**config.mk**
```make
export PLATFORM = sky130hd
export DESIGN_NAME = tpo_stage
export DESIGN_NICKNAME = d
export VERILOG_FILES = /design/src/tpo_pkg.sv /design/src/tpo_rise_dly.sv /design/src/tpo_stage.sv
export VERILOG_INCLUDE_DIRS = /design/src
export SDC_FILE = /design/constraint.sdc
export NUM_CORES = 1
export LEC_CHECK = 0
export ABC_AREA = 1
export BUFFER_PORTS_ARGS = -buffer_cell sky130_fd_sc_hd__buf_2
export CAP_MARGIN = 20
export CORE_ASPECT_RATIO = 0.6
export CORE_UTILIZATION = 50
export CTS_CLUSTER_DIAMETER = 120
export DETAILED_ROUTE_END_ITERATION = 8
export PLACE_DENSITY = 0.7
export SYNTH_ARGS = -nofsm -noshare
export SYNTH_HDL_FRONTEND = slang
export SYNTH_SLANG_ARGS = --single-unit
```
**constraint.sdc**
```tcl
create_clock -name clk_i -period 3.8 [get_ports clk_i]
set_input_delay 0.19 -clock clk_i [delete_from_list [all_inputs] [get_ports clk_i]]
set_output_delay 0.19 -clock clk_i [all_outputs]
set_load 0.03 [all_outputs]
```
**src/tpo_map.svh**
```systemverilog
`ifndef TPO_MAP_SVH
`define TPO_MAP_SVH

`define TPO_ADDR_PERIOD_LOW 8'hB5
`define TPO_ADDR_DUTY_C 8'hBB
`define TPO_ADDR_HIGH 8'hBC
`define TPO_ADDR_FORCE 8'hBD
`define TPO_ADDR_CTRL3 8'hBE
`define TPO_ADDR_DLY_A 8'hBF
`define TPO_ADDR_DLY_B 8'hC2
`define TPO_ADDR_DLY_C 8'hC3
`define TPO_ADDR_FLAGS 8'hC4
`define TPO_ADDR_MASKS 8'hC5

`define TPO_RST_DUTY 8'h7F
`define TPO_RST_PERIOD 8'hFF
`define TPO_RST_ZERO 8'h00
`define TPO_RST_LVL 5'h1F

`define TPO_HI_A 7:6
`define TPO_HI_B 5:4
`define TPO_HI_C 3:2
`define TPO_HI_P 1:0

`define TPO_FORCE_A 7
`define TPO_FORCE_SIX 6
`define TPO_OUT_EN 5:0

`define TPO_PORT_EN 7
`define TPO_POL_A 6
`define TPO_POL_B 5
`define TPO_POL_C 4
`define TPO_OCON 3
`define TPO_HIGH_FREQ_CLOCK_ENABLE 2
`define TPO_PLL_ON 0
`define TPO_CTRL3_WMASK 8'hFD

`define TPO_DLY_TRUE 7:4
`define TPO_DLY_COMP 3:0

`define TPO_F_OVF 7
`define TPO_F_BTM 6
`define TPO_F_MA 5
`define TPO_F_MB 4
`define TPO_F_MC 3
`define TPO_F_CAP 2
`define TPO_FLAG_MASK 8'hFC

`define TPO_NOP_DIV1 3'h0
`define TPO_NOP_DIV2 3'h1
`define TPO_NOP_DIV4 3'h3
`define TPO_NOP_DIV8 3'h7

`define TPO_CNT_ZERO 10'h000
`define TPO_ALL_ON 6'h3F
`define TPO_ALL_OFF 6'h00
`define TPO_CLK_PERIOD_NS 10
`define TPO_PLL_WAIT_NS 1000000

`endif

```
**src/tpo_pkg.sv**
```systemverilog
`default_nettype none
package tpo_pkg;
    typedef logic [7:0] tpo_byte_t;
    typedef logic [9:0] tpo_val_t;
    typedef logic [5:0] tpo_six_t;
    typedef logic [2:0] tpo_chan_t;
endpackage
`default_nettype wire

```
**src/tpo_rise_dly.sv**
```systemverilog
`default_nettype none
module tpo_rise_dly
    import tpo_pkg::*;
(
    // Clock and reset
    input wire logic clk_i,
    input wire logic rst_i,
    // Waveform in and delay setting
    input wire logic in_i,
    input wire logic tick_i,
    input wire logic [3:0] delay_i,
    // Delayed waveform
    output logic out_o
);
    logic [3:0] cnt_q;
    logic out_q;

    // Falling edges pass at once; only the rising edge waits
    always_ff @(posedge clk_i) begin
        if (rst_i) begin
            out_q <= 1'b0;
            cnt_q <= 4'h0;
        end else if (!in_i) begin
            out_q <= 1'b0;
            cnt_q <= 4'h0;
        end else if (!out_q) begin
            if (cnt_q >= delay_i) begin
                out_q <= 1'b1;
            end else if (tick_i) begin
                cnt_q <= cnt_q + 4'h1;
            end
        end
    end

    assign out_o = out_q;
endmodule
`default_nettype wire

```
**src/tpo_stage.sv**
```systemverilog
`include "tpo_map.svh"
`default_nettype none
module tpo_stage
    import tpo_pkg::*;
#(
    parameter logic [16:0] PLL_WAIT_CYC =
        17'(`TPO_PLL_WAIT_NS / `TPO_CLK_PERIOD_NS)
) (
    // Clock and reset
    input wire logic clk_i,
    input wire logic rst_i,
    // Register port
    input wire logic [7:0] reg_addr_i,
    input wire logic [7:0] reg_wdata_i,
    input wire logic reg_we_i,
    input wire logic reg_re_i,
    output logic [7:0] reg_rdata_o,
    // Counter core
    input wire logic pwm_enable_bit_i,
    input wire logic btb_mode_i,
    input wire logic [1:0] nops_sel_i,
    input wire logic [9:0] counter_i,
    input wire logic [7:0] duty_a_low_i,
    input wire logic [7:0] duty_b_low_i,
    input wire logic timer_match_i,
    input wire logic capture_i,
    // Values to the counter core
    output logic [9:0] period_o,
    output logic [9:0] duty_c_o,
    // PWM pins
    output logic [5:0] pwm_o,
    output logic [5:0] pwm_oe_o,
    // Clocking and interrupt
    output logic pll_power_on_o,
    output logic pll_stable_o,
    output logic high_freq_clock_enable_o,
    output logic irq_o
);
    function automatic logic eq10(input tpo_val_t a, input tpo_val_t b);
        eq10 = (a == b);
    endfunction

    function automatic logic [2:0] nop_mask(input logic [1:0] sel);
        unique case (sel)
            2'h0: nop_mask = `TPO_NOP_DIV1;
            2'h1: nop_mask = `TPO_NOP_DIV2;
            2'h2: nop_mask = `TPO_NOP_DIV4;
            2'h3: nop_mask = `TPO_NOP_DIV8;
        endcase
    endfunction

    tpo_byte_t period_low_q, duty_c_q, high_q, force_q, ctrl3_q;
    tpo_byte_t dly_a_q, dly_b_q, dly_c_q, flags_q, masks_q, rdata_q;
    tpo_byte_t flag_set, flag_clr;
    tpo_val_t period_v, duty_a_v, duty_b_v, duty_c_v;
    logic [4:0] lvl, lvl_q, ev;
    tpo_chan_t wave_q, pol, src;
    tpo_six_t raw, dly_out, en6, pwm_q, oe_q;
    logic [23:0] dly_vec;
    logic [2:0] pre_q;
    logic tick_q, run, irq_q, pll_stable_q;
    logic [16:0] pll_cnt_q;

    function automatic logic hit(input logic [7:0] a);
        hit = reg_we_i && (reg_addr_i == a);
    endfunction

    // Register writes
    always_ff @(posedge clk_i) begin
        if (rst_i) begin
            period_low_q <= `TPO_RST_PERIOD;
            duty_c_q <= `TPO_RST_DUTY;
            high_q <= `TPO_RST_ZERO;
            force_q <= `TPO_RST_ZERO;
            ctrl3_q <= `TPO_RST_ZERO;
            dly_a_q <= `TPO_RST_ZERO;
            dly_b_q <= `TPO_RST_ZERO;
            dly_c_q <= `TPO_RST_ZERO;
            masks_q <= `TPO_RST_ZERO;
        end else begin
            if (hit(`TPO_ADDR_PERIOD_LOW)) begin
                period_low_q <= reg_wdata_i;
            end
            // Software is expected to write this only with PWM enabled
            if (hit(`TPO_ADDR_DUTY_C)) begin
                duty_c_q <= reg_wdata_i;
            end
            if (hit(`TPO_ADDR_HIGH)) begin
                high_q <= reg_wdata_i;
            end
            if (hit(`TPO_ADDR_FORCE)) begin
                force_q <= reg_wdata_i;
            end
            if (hit(`TPO_ADDR_CTRL3)) begin
                ctrl3_q <= reg_wdata_i & `TPO_CTRL3_WMASK;
            end
            if (hit(`TPO_ADDR_DLY_A)) begin
                dly_a_q <= reg_wdata_i;
            end
            if (hit(`TPO_ADDR_DLY_B)) begin
                dly_b_q <= reg_wdata_i;
            end
            if (hit(`TPO_ADDR_DLY_C)) begin
                dly_c_q <= reg_wdata_i;
            end
            if (hit(`TPO_ADDR_MASKS)) begin
                masks_q <= reg_wdata_i & `TPO_FLAG_MASK;
            end
        end
    end

    // Read data stands for as many cycles as the read strobe is held, then clears; unmapped reads give zero
    always_ff @(posedge clk_i) begin
        if (rst_i || !reg_re_i) begin
            rdata_q <= `TPO_RST_ZERO;
        end else begin
            unique case (reg_addr_i)
                `TPO_ADDR_DUTY_C: rdata_q <= duty_c_q;
                `TPO_ADDR_HIGH: rdata_q <= high_q;
                `TPO_ADDR_FORCE: rdata_q <= force_q;
                `TPO_ADDR_CTRL3: rdata_q <= ctrl3_q;
                `TPO_ADDR_DLY_A: rdata_q <= dly_a_q;
                `TPO_ADDR_DLY_B: rdata_q <= dly_b_q;
                `TPO_ADDR_DLY_C: rdata_q <= dly_c_q;
                `TPO_ADDR_FLAGS: rdata_q <= flags_q;
                `TPO_ADDR_MASKS: rdata_q <= masks_q;
                default: rdata_q <= `TPO_RST_ZERO;
            endcase
        end
    end

    // Ten-bit values
    assign period_v = {high_q[`TPO_HI_P], period_low_q};
    assign duty_a_v = {high_q[`TPO_HI_A], duty_a_low_i};
    assign duty_b_v = {high_q[`TPO_HI_B], duty_b_low_i};
    assign duty_c_v = {high_q[`TPO_HI_C], duty_c_q};

    // Match levels; an event is the first cycle of a level
    assign lvl = {eq10(counter_i, period_v), eq10(counter_i, duty_a_v),
                  eq10(counter_i, duty_b_v), eq10(counter_i, duty_c_v),
                  eq10(counter_i, `TPO_CNT_ZERO)};
    assign ev = lvl & ~lvl_q;

    // Level history starts all high so reset release fires no event
    always_ff @(posedge clk_i) begin
        if (rst_i) begin
            lvl_q <= `TPO_RST_LVL;
        end else begin
            lvl_q <= lvl;
        end
    end

    // Event flags; a set in the same cycle as its clear wins
    always_comb begin
        flag_set = `TPO_RST_ZERO;
        flag_set[`TPO_F_OVF] = pwm_enable_bit_i ? ev[4] : timer_match_i;
        flag_set[`TPO_F_BTM] = pwm_enable_bit_i & btb_mode_i & ev[0];
        flag_set[`TPO_F_MA] = pwm_enable_bit_i ? ev[3] : timer_match_i;
        flag_set[`TPO_F_MB] = pwm_enable_bit_i & ev[2];
        flag_set[`TPO_F_MC] = pwm_enable_bit_i & ev[1];
        flag_set[`TPO_F_CAP] = capture_i;
        flag_clr = hit(`TPO_ADDR_FLAGS) ? (reg_wdata_i & `TPO_FLAG_MASK)
                                        : `TPO_RST_ZERO;
    end

    always_ff @(posedge clk_i) begin
        if (rst_i) begin
            flags_q <= `TPO_RST_ZERO;
        end else begin
            flags_q <= (flags_q & ~flag_clr) | flag_set;
        end
    end

    // Interrupt request lags its flag by one cycle
    always_ff @(posedge clk_i) begin
        if (rst_i) begin
            irq_q <= 1'b0;
        end else begin
            irq_q <= |(flags_q & masks_q);
        end
    end

    // Channel waveforms before complement and delay
    assign pol = {ctrl3_q[`TPO_POL_A], ctrl3_q[`TPO_POL_B],
                  ctrl3_q[`TPO_POL_C]};
    assign run = pwm_enable_bit_i & ctrl3_q[`TPO_OCON];

    always_ff @(posedge clk_i) begin
        if (rst_i) begin
            wave_q <= 3'h7;
        end else begin
            for (int c = 0; c < 3; c++) begin
                if (!pwm_enable_bit_i || ev[4] || (btb_mode_i && ev[0])) begin
                    wave_q[c] <= ~pol[c];
                end else if (ev[c + 1]) begin
                    wave_q[c] <= pol[c];
                end
            end
        end
    end

    // Force-drive-A copies channel A onto all three channels
    assign src = force_q[`TPO_FORCE_A] ? {3{wave_q[2]}} : wave_q;
    // Idle drives both halves low so no pair can overlap
    assign raw = run ? {src[2], ~src[2], src[1], ~src[1], src[0], ~src[0]}
                     : `TPO_ALL_OFF;

    // Non-overlap prescaler tick, a fraction of the PWM clock
    always_ff @(posedge clk_i) begin
        if (rst_i) begin
            pre_q <= 3'h0;
            tick_q <= 1'b0;
        end else begin
            pre_q <= pre_q + 3'h1;
            tick_q <= (pre_q & nop_mask(nops_sel_i)) == 3'h0;
        end
    end

    assign dly_vec = {dly_a_q, dly_b_q, dly_c_q};

    for (genvar i = 0; i < 6; i++) begin : g_dly
        tpo_rise_dly u_dly (
            .clk_i(clk_i),
            .rst_i(rst_i),
            .in_i(raw[i]),
            .tick_i(tick_q),
            .delay_i(dly_vec[i * 4 +: 4]),
            .out_o(dly_out[i])
        );
    end

    // Output enables only count in force-six mode
    assign en6 = force_q[`TPO_FORCE_SIX] ? force_q[`TPO_OUT_EN]
                                         : `TPO_ALL_ON;

    always_ff @(posedge clk_i) begin
        if (rst_i) begin
            pwm_q <= `TPO_ALL_OFF;
            oe_q <= `TPO_ALL_OFF;
        end else if (ctrl3_q[`TPO_PORT_EN]) begin
            pwm_q <= dly_out & en6;
            oe_q <= `TPO_ALL_ON;
        end else begin
            pwm_q <= `TPO_ALL_OFF;
            oe_q <= `TPO_ALL_OFF;
        end
    end

    // PLL settle timer; powering down restarts the wait
    always_ff @(posedge clk_i) begin
        if (rst_i || !ctrl3_q[`TPO_PLL_ON]) begin
            pll_cnt_q <= 17'h00000;
            pll_stable_q <= 1'b0;
        end else if (pll_cnt_q == PLL_WAIT_CYC - 17'h00001) begin
            pll_stable_q <= 1'b1;
        end else begin
            pll_cnt_q <= pll_cnt_q + 17'h00001;
        end
    end

    // Software must only select this with a fast enough PLL
    assign high_freq_clock_enable_o = ctrl3_q[`TPO_HIGH_FREQ_CLOCK_ENABLE];
    assign pll_power_on_o = ctrl3_q[`TPO_PLL_ON];
    assign pll_stable_o = pll_stable_q;
    assign period_o = period_v;
    assign duty_c_o = duty_c_v;
    assign pwm_o = pwm_q;
    assign pwm_oe_o = oe_q;
    assign irq_o = irq_q;
    assign reg_rdata_o = rdata_q;
endmodule
`default_nettype wire

```
==> metrics.txt <==
status=completed; Die ar.=0.01590 sq mm; Post-Layout Cell Count=1,388; detailed-route via count=7,497; GR Overflow Total=0; worst path cell trace=inv_1 -> ha_1 -> inv_1 -> o21bai_1 -> nand3_1 -> nand4_1 -> nor2_1 -> inv_1 -> nor2_1 -> nor2_1; pwr dens=398.3 mW/mm^2; R2R Setup Slk=2.01 ns; slew at the pin with the worst max-slew slack=0.8567 ns; row count=34; ANT cells=0; Final Critical Period=1.789 ns; met1 usage=45.79%; final setup skew=0.007939 ns; total CTS buffers=17; Setup TNS=0 ns; fmax=558.9 MHz; PortBufs=95; Worst-Skew Late Latency=0.43 ns; CP startpoint kind=flop; routed wire length=22,180 microns; clock buffer depth=2; Hold WC Path Type=input port to flop; fin worst setup slack=2.011 ns; layout cells sized above 1=13.53%; Filler cells=1,399; Worst Setup End Kind=flop; largest net degree at the start of global routing=38; initial antenna violation count=0; Slew HR=42.68%; Multi-input gate area=0.003814 sq mm; Worst Path Arrival=2.11 ns; Critical Setup Path Class=flop to flop; post-route design area=0.008827 sq mm; post-CTS sizing=0; Async SR Flop Fraction=0%; CP max FO=6; starting density of the core=52.10%; Net Count, Synth=1,179; final period utilization=47.09%; Place WS=2.012 ns; Crit path max-delay family=simple AND/OR/NAND/NOR gates; clk sinks=151; TritonCTS clock tree=built; Post-DP HPWL=17,070 microns; first-pass GRT wire length=35,410 microns; count of final max-slew check failures=0; worst vdd ir=0.2120 mV; post-synthesis sequential area ratio=39.30%; Residual DRC=0; Post-synth EDFFs=0; placed cells=1,355; Syn Std Cell Area=0.007691 sq mm; TritonRoute pass-1 iters=5; met3 Use GR=8.581%; Final Hold Fails=0; post-detailed-route count of antenna-violating nets=0; max cap viols=0; Area Growth Syn to Fin=14.77%; met2 Use GR=37.11%; core area=0.01476 sq mm; WL per Instance=15.98 microns; GRT Util Overall=29.15%; clk slew on worst S/H paths=0.06 ns; vias in the first global route=6,565; Final Setup Violations=0; number of vias per cell=5.401; max incr delay on CP=0.35 ns; die height=98.07 microns; gr busiest metal=met1; CP required=4.13 ns; IO Count=96; RSZ-0062 raised after global routing=false; DR iter-0 viols=854; GPL Wtd Cong=0.9385; NumNets Final=1,261; post-synthesis instance total=1,095; Synth cell types=38; placed cell areas=0.008225 sq mm; slowest cell on the critical path=dfxtp_1; Die W=162.1 microns; storage element area=0.003023 sq mm; Lkg Pwr=3.874 nW; Bufs and invs on worst path=3; Synth warnings=0; Synth Register Bits=151; Top FF cell, synth=dfxtp_1; syn avg cell area=7.024 sq um; H-tree Lvls=4; CTS root buffer=clkbuf_16
[cell families after synthesis]
family / Yosys count / share of synthesized area [%]
adders and majority gates: 32 / 5.206
DFF: 151 / 39.30
and+or+nand+nor: 440 / 24.89
buffers and inverters: 208 / 11.11
AOI/OAI and AO/OA: 244 / 17.21
xor gates and xnor gates: 20 / 2.278
[power breakdown]
part | switching (mW) | leakage (nW) | internal (mW)
sequential | 0.00807 | 1.22 | 1.59
combinational | 0.131 | 2.37 | 0.0622
clock | 0.738 | 0.282 | 0.982
total | 0.877 | 3.87 | 2.64
[cell usage after synthesis, drive strengths merged (3+ instances only)]
library cell	instances	area [sq um]
xor2	3	26.28
inv	170	638.1
nand4	34	219.0
ha	32	400.4
xnor2	17	148.9
o21ai	78	390.4
dfxtp	151	3023
a211oi	6	45.04
nor2	94	382.9
nand3	51	255.2
clkinv	3	12.51
nand2	240	928.4
nor3	8	45.04
o21bai	6	45.04
nor4	3	18.77
a31oi	3	18.77
buf	21	151.4
a21oi	121	605.6
or2	7	43.79
o22ai	10	62.56
clkbuf	14	52.55
o211ai	15	112.6
[per-stage QoR]
stage	total power [mW]	utilization, %	hold slack (ns)
4_1_cts	3.522	59.80	0.06504
3_5_place_dp	1.826	55.72	0.4291
2_1_floorplan	1.744	-	0.3107
3_3_place_gp	1.824	55.72	0.4159
6_report	3.516	59.80	0.07231
5_1_grt	3.625	59.80	0.07795
[worst paths after layout]
path / to / cells past startpoint / startpoint
min reg2reg: pre_q[0]$_SDFF_PP0_ / 1 / pre_q[0]$_SDFF_PP0_
max reg2reg: g_dly[3].u_dly.cnt_q[1]$_SDFFE_PP0P_ / 10 / dly_b_q[5]$_SDFFE_PP0P_
min: tick_q$_SDFF_PP0_ / 3 / nops_sel_i[1]
max: g_dly[3].u_dly.cnt_q[1]$_SDFFE_PP0P_ / 10 / dly_b_q[5]$_SDFFE_PP0P_
[repair_timing]
item / in CTS / in global routing
hold buffers: 1 / 0
setup buffers: 0 / 0
endpoints found under the hold margin: 1 / 0
[flip-flops by register name, indices dropped and copies added (netlist names), 8 cells and up]
| register | flops |
|---|---|
| reg_rdata_o | 8 |
| pll_cnt_q | 17 |
| high_q | 8 |
| period_low_q | 8 |
| duty_c_q | 8 |
| dly_a_q | 8 |
| g_dly.u_dly.cnt_q | 24 |
| dly_c_q | 8 |
| dly_b_q | 8 |
| force_q | 8 |
[area by class of cell]
cell class                 instances  area share, %
clock inverter                    15          1.885
clock buffer                      17          4.819
timing repair buffer              98          5.670
tap                              198          2.807
inverter                         173          7.371
multi-input combinational        736          43.20
sequential                       151          34.25
[worst register-to-register path: stages (launching register included)]
cell      delay (ns)
dfxtp_1         0.35
inv_1           0.08
ha_1            0.32
inv_1           0.07
o21bai_1        0.06
nand3_1         0.07
nand4_1         0.10
nor2_1          0.33
inv_1           0.14
nor2_1          0.11
nor2_1          0.05
[routing by layer]
layer,part of all wire [%],vias up
met4,1.4,0
met5,0,-
met2,37,333
li1,-,3744
met1,50,3388
met3,11,32
[cells in the final DEF (no fill, tap or decap), drive strengths merged, types with 10 or more instances in the layout]
master,instances
inv,177
xnor2,17
ha,32
o21ai,78
a21oi,121
o211ai,15
buf,97
clkbuf,17
dfxtp,151
nor2,94
nand4,34
o22ai,10
nand3,51
nand2,240
Note: power is estimated with default switching activity, not from simulation.
